<file path="src/wdt_pkg.sv">
// Shared constants and types for the watchdog control block
package wdt_pkg;

	// Register addresses in data space
	localparam logic [7:0]  CSR_ADDR      = 8'h60; // Dog control status
	localparam logic [7:0]  CAUSE_ADDR    = 8'h54; // Reset cause register

	// Field positions of the control status register
	localparam int          IRQ_FLAG_BIT  = 7;     // Time-out interrupt flag
	localparam int          IRQ_EN_BIT    = 6;     // Time-out interrupt enable
	localparam int          SEL_HI_BIT    = 5;     // Select bit 3
	localparam int          CWE_BIT       = 4;     // Change window enable
	localparam int          RE_BIT        = 3;     // Time-out reset enable
	localparam int          SEL_LO_MSB    = 2;     // Select bits 2:0 top

	// Field positions of the reset cause register
	localparam int          POR_BIT       = 0;     // Power-on cause flag
	localparam int          DOG_BIT       = 3;     // Dog reset cause flag

	// Values after reset
	localparam logic [7:0]  CSR_RESET     = 8'h00; // Control status
	localparam logic        POR_RESET     = 1'b1;  // Power-on sets its flag
	localparam logic        FUSE_RESET    = 1'b1;  // Fuse reads unprogrammed

	// Change window length in system clock cycles
	localparam int          CWE_CYCLES    = 4;
	localparam logic [1:0]  CWE_LOAD      = 2'(CWE_CYCLES - 1);

	// Time-out counting in oscillator cycles
	localparam int          OSC_FREQ_HZ   = 128000;   // Dog oscillator
	localparam int          CLK_FREQ_HZ   = 10000000; // System clock
	localparam int          CNT_W         = 21;       // Holds 1024K ticks
	localparam int          BASE_TICKS_DEFAULT = 2048; // Code 0000 period
	localparam logic [3:0]  MAX_CODE      = 4'h9;  // Last defined select

	// Vector addresses
	localparam logic [15:0] RESET_VECTOR  = 16'h0000;
	localparam logic [15:0] IRQ_VECTOR    = 16'h0006;

	// Operating modes, Gray coded along stopped, irq, both, reset
	typedef enum logic [1:0] {
		MODE_STOPPED = 2'h0,
		MODE_IRQ     = 2'h1,
		MODE_BOTH    = 2'h3,
		MODE_RESET   = 2'h2
	} wdt_mode_t;

	// Register access request from the core
	typedef struct packed {
		logic [7:0] addr;  // Data space address
		logic [7:0] wdata; // Write data
		logic       write; // One-cycle write strobe
		logic       read;  // One-cycle read strobe
	} wdt_io_req_t;

endpackage

</file>
<file path="src/wdt_control.sv">
// Watchdog control: control status, reset cause flags, mode and actions
`timescale 1ns/1ps
`default_nettype none
// Behaviour
// - Power-on flag cleared only by writing zero
// - Time-out in interrupt mode sets flag bit 7
// - Taking the vector clears the flag
// - Writing one clears flag, zero keeps it
// - Request needs flag, enable bit 6, global enable
// - Vector in combined mode clears enable and flag
// - Combined mode, unserved flag, next time-out resets
// - Reset and interrupt enable bits pick mode
// - Programmed fuse forces system reset mode
// - Clearing reset or select needs window bit 4
// - Window bit self-clears four clocks after write
// - Dog cause flag forces reset enable bit 3
// - Select is bit 5 over bits 2:0
// - Period is 2048 shifted by select code
// - Reset vector 0x0000, interrupt vector 0x0006
// - Counter counts oscillator, restart instruction clears it
// - Dog reset sets cause flag, zero write clears
// - Dog reset pulse lasts one clock
module wdt_control #(
	parameter int unsigned            BASE_TICKS = wdt_pkg::BASE_TICKS_DEFAULT
) (
	input  wire logic                 ref_clk,
	input  wire logic                 reset_n,
	input  wire wdt_pkg::wdt_io_req_t io_req,
	output logic [7:0]                io_rdata,
	input  wire logic                 osc_in,
	input  wire logic                 dog_restart,
	input  wire logic                 always_on_fuse,
	input  wire logic                 global_irq_enable,
	input  wire logic                 irq_taken,
	output logic                      irq_request,
	output logic [15:0]               irq_vector,
	output logic                      dog_reset_pulse,
	output logic [15:0]               restart_vector
);
	import wdt_pkg::*;

	// Whole state of the block
	typedef struct packed {
		logic       osc_s1;    // Oscillator sync stage one
		logic       osc_s2;    // Oscillator sync stage two
		logic       osc_s3;    // Edge history
		logic       fuse_s1;   // Fuse sync stage one
		logic       fuse_s2;   // Fuse sync stage two
		logic       irq_flag;  // Time-out interrupt flag
		logic       irq_en;    // Time-out interrupt enable
		logic       re;        // Stored time-out reset enable
		logic [3:0] sel;       // Time-out select
		logic       cwe;       // Change window enable
		logic [1:0] cwe_cnt;   // Cycles left in the window
		logic       por_flag;  // Power-on cause flag
		logic       dog_flag;  // Dog reset cause flag
		logic       dog_reset; // Reset pulse
		logic [7:0] rdata;     // Read data
	} wdt_ctl_state_t;

	localparam wdt_ctl_state_t ST_RESET = '{
		por_flag: POR_RESET,
		fuse_s1:  FUSE_RESET,
		fuse_s2:  FUSE_RESET,
		default:  '0
	};

	wdt_ctl_state_t s;          // Registered state
	wdt_ctl_state_t next_s;     // Next state
	logic           tick;       // One oscillator rising edge
	logic           expire;     // Counter expiry pulse
	logic           fuse_prog;  // Fuse programmed
	logic           re_eff;     // Reset enable as seen and acted on
	logic           ie_eff;     // Interrupt enable as seen and acted on
	wdt_mode_t      mode;       // Current mode
	logic           wr_csr;     // Write to control status
	logic           wr_cause;   // Write to reset cause register
	logic [7:0]     csr_view;   // Control status read value
	logic [7:0]     cause_view; // Reset cause read value

	// Address match, shared by read and write decoding
	function automatic logic hit(input logic [7:0] a, input logic [7:0] r);
		return a == r;
	endfunction

	// Mode from fuse and the two enables
	function automatic wdt_mode_t mode_of(input logic prog, input logic re,
			input logic ie);
		if (prog) begin
			return MODE_RESET;
		end
		case ({re, ie})
			2'b00:   return MODE_STOPPED;
			2'b01:   return MODE_IRQ;
			2'b10:   return MODE_RESET;
			default: return MODE_BOTH;
		endcase
	endfunction

	// Derived views of the stored bits
	always_comb begin
		fuse_prog = ~s.fuse_s2;
		// Cause flag holds reset enable on so a failing boot keeps resetting
		re_eff = fuse_prog | s.re | s.dog_flag;
		ie_eff = ~fuse_prog & s.irq_en;
		mode = mode_of(fuse_prog, re_eff, ie_eff);
		// Rising edge of the synchronised oscillator, once per cycle
		tick = s.osc_s2 & ~s.osc_s3;
		wr_csr = io_req.write & hit(io_req.addr, CSR_ADDR);
		wr_cause = io_req.write & hit(io_req.addr, CAUSE_ADDR);
		csr_view = {s.irq_flag, ie_eff, s.sel[3], s.cwe, re_eff,
			s.sel[2:0]};
		cause_view = 8'h00;
		cause_view[POR_BIT] = s.por_flag;
		cause_view[DOG_BIT] = s.dog_flag;
	end

	// Next-state logic; later assignments override earlier ones
	always_comb begin
		next_s = s;
		next_s.osc_s1 = osc_in;
		next_s.osc_s2 = s.osc_s1;
		next_s.osc_s3 = s.osc_s2;
		next_s.fuse_s1 = always_on_fuse;
		next_s.fuse_s2 = s.fuse_s1;
		next_s.dog_reset = 1'b0;
		// Window countdown
		if (s.cwe) begin
			if (s.cwe_cnt == 2'h0) begin
				next_s.cwe = 1'b0;
			end else begin
				next_s.cwe_cnt = s.cwe_cnt - 2'h1;
			end
		end
		// Software write to control status
		if (wr_csr) begin
			if (io_req.wdata[IRQ_FLAG_BIT]) begin
				next_s.irq_flag = 1'b0;
			end
			next_s.irq_en = io_req.wdata[IRQ_EN_BIT];
			if (s.cwe) begin
				// Window open: reset enable and select may change freely
				next_s.re = io_req.wdata[RE_BIT];
				next_s.sel = {io_req.wdata[SEL_HI_BIT],
					io_req.wdata[SEL_LO_MSB:0]};
			end else begin
				// Window shut: reset enable may only be set
				next_s.re = s.re | io_req.wdata[RE_BIT];
			end
			// Opening needs window and reset enable written together
			if (io_req.wdata[CWE_BIT] && io_req.wdata[RE_BIT]) begin
				next_s.cwe = 1'b1;
				next_s.cwe_cnt = CWE_LOAD;
			end else begin
				next_s.cwe = 1'b0;
			end
		end
		// Reset cause register: writing zero clears a flag
		if (wr_cause) begin
			if (!io_req.wdata[POR_BIT]) begin
				next_s.por_flag = 1'b0;
			end
			if (!io_req.wdata[DOG_BIT]) begin
				next_s.dog_flag = 1'b0;
			end
		end
		// Core takes the time-out vector
		if (irq_taken) begin
			next_s.irq_flag = 1'b0;
			if (mode == MODE_BOTH) begin
				next_s.irq_en = 1'b0;
			end
		end
		// Expiry action; sets come last so they beat any clear
		if (expire) begin
			case (mode)
				MODE_IRQ: begin
					next_s.irq_flag = 1'b1;
				end
				MODE_BOTH: begin
					if (s.irq_flag) begin
						next_s.dog_reset = 1'b1;
					end else begin
						next_s.irq_flag = 1'b1;
					end
				end
				MODE_RESET: begin
					next_s.dog_reset = 1'b1;
				end
				default: begin
				end
			endcase
		end
		// Dog reset returns control status to its reset value
		if (next_s.dog_reset) begin
			{next_s.irq_flag, next_s.irq_en, next_s.sel[3], next_s.cwe,
				next_s.re, next_s.sel[2:0]} = CSR_RESET;
			next_s.dog_flag = 1'b1;
		end
		// Registered read data; unmapped addresses read zero
		if (io_req.read) begin
			if (hit(io_req.addr, CSR_ADDR)) begin
				next_s.rdata = csr_view;
			end else if (hit(io_req.addr, CAUSE_ADDR)) begin
				next_s.rdata = cause_view;
			end else begin
				next_s.rdata = 8'h00;
			end
		end
	end

	// State register; power-on reset sets the power-on flag and the fuse sync stages
	always_ff @(posedge ref_clk or negedge reset_n) begin
		if (!reset_n) begin
			s <= ST_RESET;
		end else begin
			s <= next_s;
		end
	end

	// Period counter; restarted by the instruction and by our own reset
	wdt_timeout_counter #(
		.CW         (CNT_W),
		.BASE_TICKS (CNT_W'(BASE_TICKS))
	) u_counter (
		.ref_clk (ref_clk),
		.reset_n (reset_n),
		.tick    (tick),
		.restart (dog_restart | s.dog_reset),
		.run     (mode != MODE_STOPPED),
		.select  (s.sel),
		.expire  (expire)
	);

	// Outputs
	assign io_rdata = s.rdata;
	assign irq_request = s.irq_flag & ie_eff & global_irq_enable;
	assign irq_vector = IRQ_VECTOR;
	assign restart_vector = RESET_VECTOR;
	assign dog_reset_pulse = s.dog_reset;
endmodule // wdt_control
`default_nettype wire

</file>
<file path="src/wdt_timeout_counter.sv">
// Time-out counter that counts oscillator ticks up to the selected limit
`timescale 1ns/1ps
`default_nettype none
module wdt_timeout_counter #(
	parameter int               CW         = 21,
	parameter logic [CW-1:0]    BASE_TICKS = 21'h000800
) (
	input  wire logic           ref_clk,
	input  wire logic           reset_n,
	input  wire logic           tick,
	input  wire logic           restart,
	input  wire logic           run,
	input  wire logic [3:0]     select,
	output logic                expire
);
	import wdt_pkg::*;

	// Counter state
	typedef struct packed {
		logic [CW-1:0] cnt;    // Ticks since last restart
		logic          expire; // One-cycle expiry pulse
	} wdt_cnt_state_t;

	wdt_cnt_state_t s;         // Registered state
	wdt_cnt_state_t next_s;    // Next state
	logic [3:0]     eff_code;  // Select with reserved codes folded
	logic [CW-1:0]  limit;     // Ticks per period

	// Next-state logic
	always_comb begin
		next_s = s;
		next_s.expire = 1'b0;
		// Reserved codes take the longest period, never a shorter one
		eff_code = (select > MAX_CODE) ? MAX_CODE : select;
		limit = BASE_TICKS << eff_code;
		if (restart || !run) begin
			// Restart wins over a tick arriving in the same cycle
			next_s.cnt = '0;
		end else if (tick) begin
			if (s.cnt >= limit - 1'b1) begin
				next_s.cnt = '0;
				next_s.expire = 1'b1;
			end else begin
				next_s.cnt = s.cnt + 1'b1;
			end
		end
	end

	// State register
	always_ff @(posedge ref_clk or negedge reset_n) begin
		if (!reset_n) begin
			s <= '0;
		end else begin
			s <= next_s;
		end
	end

	assign expire = s.expire;
endmodule // wdt_timeout_counter
`default_nettype wire

</file>
<file path="config.mk">
export PLATFORM = sky130hd
export DESIGN_NAME = wdt_control
export DESIGN_NICKNAME = d
export VERILOG_FILES = /design/src/wdt_pkg.sv /design/src/wdt_control.sv /design/src/wdt_timeout_counter.sv
export SDC_FILE = /design/constraint.sdc
export NUM_CORES = 1
export LEC_CHECK = 0
export BUFFER_PORTS_ARGS = -buffer_cell sky130_fd_sc_hd__clkbuf_2
export CAP_MARGIN = 20
export CORE_MARGIN = 4
export CORE_UTILIZATION = 55
export DETAILED_ROUTE_END_ITERATION = 6
export GPL_TIMING_DRIVEN = 0
export PLACE_DENSITY = 0.82
export SYNTH_ARGS = -nofsm -noshare
export SYNTH_HDL_FRONTEND = slang
export SYNTH_SLANG_ARGS = --single-unit
</file>
<file path="constraint.sdc">
create_clock -name ref_clk -period 4.4 [get_ports ref_clk]
set_input_delay 0.66 -clock ref_clk [delete_from_list [all_inputs] [get_ports ref_clk]]
set_output_delay 0.66 -clock ref_clk [all_outputs]
set_load 0.02 [all_outputs]
</file>
==> impl_metrics.csv, run 1 <==
group,metric,value,unit
floorplan,initial_utilization,58.2,%
timing,rsz0062_at_grt,"no",
logic_synthesis,yosys.area.top_type,"dfrtp_1",
grt,grt_max_degree,33,
status,status,"finished, final reports clean",
route,wl,6760,µm
logic_synthesis,synthTopCellsByCount,"45 x dfrtp_1, 40 x buf_4, 29 x nand3_1",
power,ir_worst_vdd,0.226,mV
logic_synthesis,synthFlopType,"dfrtp_1",
critical_path,worstPathRequired,4.61,ns
cts,cts_sinks,48,
timing,period_needed,3.58,ns
critical_path,reg2reg_to,"u_counter.s[7]",
floorplan,fp.dieH,82.4,µm
timing,maxSlewViolCount,0,
layout,area_growth,16.6,%
critical_path,path_class,"register to register",
floorplan,die_w,82.4,µm
placement,numPortBuffers,34,
timing,relSlewSlack,41.4,%
logic_synthesis,synth.distinct_cells,53,
logic_synthesis,yosysSeqAreaShare,39.5,%
logic_synthesis,post-synth-top-area-fraction,36.9,%
floorplan,rows,26,
power,powerDensity,245,nW/µm²
logic_synthesis,synth_edf_count,0,
placement,gp_congestion,0.884,
timing,holdWs,0.281,ns
timing,fin_setup_tns,0,ns
grt,grt_pass1_wl,11000,µm
critical_path,worstPathArrival,3.78,ns
cts,postCtsSetupBuffers,0,
route,ant_nets,0,
route,vias,2640,
floorplan,io_pins,67,
cts,clock_path_buffers,2,
layout,nets,447,
timing,hold_viol,0,
grt,antenna_found_initial,0,
route,dr.pass1.iters,4,
run,max-cap-violations,0,
cts,cts-resized-gates,0,
worst_hold_path,min_path_type,"input port to asynchronous set/reset pin",
timing,tightest_slew,0.872,ns
timing,fmax,279,MHz
critical_path,startpoint,"csr_view[1]",
power,power.leakage,1.69,nW
layout,antenna_cells,0,
critical_path,r2r-start,"csr_view[1]",
grt,grt_pass1_vias,2480,
cts,cts_hold_buffers,0,
cts,cts_tree,"done",
floorplan,core_area,5240,µm²
critical_path,worstPathMaxFanout,10,
cts,path_clk_slew,0.09,ns
logic_synthesis,synthCells,337,
cts,cts_buffers,5,
cts,h-tree-depth,2,
route,vias_per_cell,5.49,
critical_path,reg2reg_slack,0.82,ns
logic_synthesis,syn-cell-area,3050,µm²
layout,final_core_util,67.8,%
placement,dp.final_hpwl,5080,µm
floorplan,dieArea,6800,µm²
timing,period_share,81.3,%
timing,finClkSkew,0.0104,ns
critical_path,rr_worst_depth,12,
grt,grt_use_total,20.7,%
route,drt_iter0_drc,206,
cts,clk_latency,0.30,ns
logic_synthesis,synth-seq-cells,48,
critical_path,start_kind,"register",
logic_synthesis,yosys_warnings,0,
logic_synthesis,async_flop_share,100,%
logic_synthesis,yosysMostFrequentCell,"dfrtp_1",
cts,root_buffer,"clkbuf_8",
timing,setup_viol,0,
grt,overflow,0,
logic_synthesis,synth.avg_cell_area,9.04,µm²
route,wl_per_cell,14.1,µm
layout,drive_above_1_share,27.5,%
route,drcViolationCount,0,
logic_synthesis,synth_area_leaders,"dfrtp_1 37%, buf_4 9.9%, ha_1 4.9%",
critical_path,end_kind,"register",
-- per-stage QoR --
stage	setup WS (ns)	instance area [µm²]	instances	total power (W)
4_1_cts	0.858	3550	481	0.000877
6_report	0.822	3550	481	0.000872
2_1_floorplan	1.38	3160	368	0.000530
3_3_place_gp	1.03	3420	472	0.000558
5_1_grt	0.619	3550	481	0.000904
3_5_place_dp	0.893	3440	473	0.000562
-- registers in the layout, indices dropped and copies added, names as in the netlist --
name and cells:
u_counter.s 21, io_rdata 8, csr_view 6, dog_reset_pulse 1, next_s 3, cause_view 2
u_counter.expire 1, s 6
-- area by class of cell --
type / count / area, µm²
buffer: 56 / 387
sequential: 48 / 1200
fill: 430 / 1680
inverter: 15 / 56.3
tap: 70 / 87.6
clock inverter: 3 / 42.5
timing repair buffer: 35 / 190
clock buffer: 5 / 68.8
multi-input combinational: 249 / 1520
-- placed cells by master, fill, tap and decap left out, types with 3 or more instances in the layout --
cell type | netlist | routed
dfrtp_1 | 45 | 45
buf_4 | 40 | 40
clkbuf_2 | 1 | 35
conb_1 | 2 | 33
nand3_1 | 29 | 29
nand2_1 | 26 | 26
a31oi_1 | 22 | 22
a21oi_1 | 18 | 18
nor2_1 | 15 | 15
inv_1 | 15 | 15
o21ai_0 | 15 | 15
ha_1 | 12 | 12
nand3b_1 | 9 | 9
nand4_1 | 8 | 8
clkbuf_1 | 7 | 7
buf_2 | 6 | 6
and3_1 | 6 | 6
and2_1 | 5 | 5
a41oi_1 | 5 | 5
clkbuf_8 | 0 | 5
nor3_1 | 4 | 4
a31o_2 | 3 | 3
a22o_1 | 3 | 3
dfstp_2 | 3 | 3
-- cell families after synthesis --
family	synth area share, %
AOI/OAI and AO/OA	17.1
xor gates and xnor gates	0.287
adders and majority gates	4.93
buffers and inverters	14.5
DFF	39.5
muxes	0.328
other	0.246
and+or+nand+nor	23.0
-- per-layer routing --
metal	vias to the layer above	share of wire, %	global-route usage, %
met5	-	0	0
met4	0	1.3	5.98
met3	12	5.8	3.47
met2	92	50	34.6
met1	1238	43	27.7
li1	1298	-	-
-- worst max path at each step --
stage                                  to  slack (ns)  depth (start not counted)
after floorplan           u_counter.s[14]        1.38                         13
after global placement    u_counter.s[19]        1.03                         12
after detailed placement  u_counter.s[13]        0.89                         12
after CTS                  u_counter.s[7]        0.86                         12
after global routing       u_counter.s[1]        0.62                         13
final                      u_counter.s[7]        0.82                         12
-- worst max-delay path, stage by stage, from the launching register on --
cell	delay (ns)
dfrtp_1	0.46
or2_2	0.35
or3_1	0.34
ha_1	0.25
a21o_1	0.19
a32oi_1	0.23
ha_1	0.29
nand4_1	0.11
nor4_1	0.08
a211oi_2	0.49
buf_2	0.33
nand3_1	0.12
a31oi_1	0.23
-- power by group --
group	leakage [nW]	total [W]	internal [W]	switching (W)
clock	0.0541	0.000318	0.000168	0.000149
sequential	0.651	0.000449	0.000446	0.00000277
combinational	0.987	0.000105	0.0000415	0.0000635
total	1.69	0.000872	0.000656	0.000216
Note: power is estimated with default switching activity, not from simulation.
==> run 2, diff against run 1 <==
Settings changed: CORE_UTILIZATION 55 to 49, PLACE_DENSITY 0.82 to 0.77.
Clock period 4.4 ns to 3 ns, I/O delays scaled along.
==> impl_metrics.csv, run 2 (synthesis gave the netlist of run 1 again) <==
group,metric,value,unit
cts,clock_path_buffers,2,
critical_path,worstSetupPathDepth,14,
timing,period_needed,3.13,ns
route,wl,7390,µm
layout,final_core_util,64.3,%
status,violations,"negative setup slack",
timing,finClkSkew,0.00805,ns
layout,top_register,"u_counter.s",
critical_path,cp.buffers_inverters,2,
critical_path,worstPathMaxFanout,5,
route,drcViolationCount,0,
layout,nets,459,
layout,nFillCells,474,
critical_path,reg2reg_to,"u_counter.s[21]",
floorplan,io_pins,67,
floorplan,die_w,86.9,µm
grt,grt_pass1_wl,11900,µm
timing,period_share,104,%
critical_path,end_kind,"register",
critical_path,r2r-start,"csr_view[1]",
layout,area_growth,26.5,%
floorplan,fp.dieH,86.9,µm
placement,numPortBuffers,34,
cts,cts_sinks,48,
placement,gp_congestion,0.879,
critical_path,path_class,"register to register",
critical_path,cpPeakStageDelay,0.42,ns
cts,path_clk_slew,0.09,ns
timing,fmax,320,MHz
critical_path,worstPathArrival,3.32,ns
floorplan,rows,28,
cts,cts_hold_buffers,0,
critical_path,crit_family,"simple AND/OR/NAND/NOR gates",
route,drt_iter0_drc,206,
cts,h-tree-depth,2,
route,ant_nets,0,
cts,root_buffer,"clkbuf_8",
critical_path,worstPathRequired,3.20,ns
timing,tightest_slew,1.28,ns
placement,dpl-instance-area,3450,µm²
status,status,"finished with violations",
power,ir_worst_vdd,0.212,mV
timing,relSlewSlack,13.7,%
cts,clk_latency,0.31,ns
grt,grt_max_degree,35,
critical_path,slowest_stage,"dfrtp_2",
critical_path,start_kind,"register",
layout,layout_commonest_cell,"buf_4",
placement,dp.cells,478,
power,powerDensity,320,nW/µm²
grt,antenna_found_initial,0,
timing,rsz0062_at_grt,"yes",
floorplan,core_area,5990,µm²
layout,largest_reg_flops,21,
critical_path,reg2reg_slack,-0.13,ns
critical_path,rr_worst_depth,14,
grt,overflow,0,
layout,stdcell_count,498,
run,max-cap-violations,0,
placement,dp.final_hpwl,5120,µm
floorplan,dieArea,7550,µm²
grt,grt_use_total,19.4,%
route,vias_per_cell,5.50,
power,power.leakage,1.79,nW
timing,setup_viol,20,
cts,cts_tree,"done",
layout,antenna_cells,0,
critical_path,path_cells,"or2_4 -> or3_4 -> ha_4 -> nor3_2 -> a21o_1 -> a32oi_1 -> ha_1 -> nand4_1 -> nor4_2 -> a211oi_2 -> buf_4 -> buf_6 -> and2_4 -> a22o_1",
grt,grt_pass1_vias,2522,
layout,postLayoutCellArea,3850,µm²
route,vias,2741,
floorplan,initial_utilization,50.9,%
layout,drive_above_1_share,35.0,%
critical_path,crit_path_end,"u_counter.s[21]",
timing,hold_viol,0,
timing,setup_ws,-0.127,ns
route,dr.pass1.iters,5,
worst_hold_path,min_path_type,"input port to asynchronous set/reset pin",
cts,cts_buffers,5,
layout,mostFrequentLayoutCells,"50 x buf_4, 43 x dfrtp_1, 36 x clkbuf_2, 33 x conb_1, 29 x nand3_1",
timing,maxSlewViolCount,0,
route,wl_per_cell,14.8,µm
critical_path,startpoint,"csr_view[1]",
==> run 2: worst register-to-register path, cell delays in order, from the launching register on <==
cell      delay [ns]
dfrtp_2         0.42
or2_4           0.25
or3_4           0.40
ha_4            0.19
nor3_2          0.10
a21o_1          0.10
a32oi_1         0.10
ha_1            0.33
nand4_1         0.15
nor4_2          0.22
a211oi_2        0.12
buf_4           0.16
buf_6           0.11
and2_4          0.16
a22o_1          0.21
==> run 2: layout make-up <==
cell class	instances	area (µm²)	area share [%]
buffer	56	413	10.7
clock buffer	6	82.6	2.14
clock inverter	2	15.0	0.389
inverter	15	56.3	1.46
multi-input combinational	249	1660	43.2
sequential	48	1210	31.3
tap	75	93.8	2.43
timing repair buffer	47	323	8.37
==> run 2: power breakdown <==
group | internal (W) | switching (W) | total, W
clock | 0.000187 | 0.000225 | 0.000412
sequential | 0.000655 | 0.00000430 | 0.000659
combinational | 0.0000658 | 0.0000984 | 0.000164
total | 0.000907 | 0.000328 | 0.00124
==> run 2: per-layer routing <==
metal / vias up / GRT usage, % / part of all wire (%)
li1: 1318 / - / -
met1: 1310 / 27.1 / 43
met2: 107 / 31.8 / 50
met3: 6 / 2.08 / 6.3
met4: 0 / 5.95 / 0.97
met5: - / 0 / 0
==> run 2: repair_timing <==
action                                  CTS  global route
endpoints found under the setup margin   22            22
gates resized for setup                  15            26
pin swaps                                 7             6
buffers inserted                         10             0
gates cloned                              0             2
==> run 2: through the flow <==
step                      setup TNS [ns]  total power [W]  setup slack, ns  hold WS, ns
after floorplan                  -0.0335         0.000777          -0.0111        0.154
after global placement             -6.37         0.000818           -0.339        0.335
after detailed placement           -7.70         0.000824           -0.406        0.340
after CTS                         -0.104          0.00123          -0.0469       0.0752
after global routing               -4.58          0.00129           -0.296       0.0968
final                             -0.954          0.00124           -0.127       0.0675
==> run 2: how the worst min path moves through the flow <==
stage                                  to  cells past startpoint        from
after global placement         next_s[23]                      0  next_s[24]
after global routing       u_counter.s[6]                      1     reset_n
after CTS                  u_counter.s[6]                      1     reset_n
after detailed placement       next_s[23]                      0  next_s[24]
after floorplan             cause_view[3]                      0     reset_n
final                     u_counter.s[13]                      1     reset_n
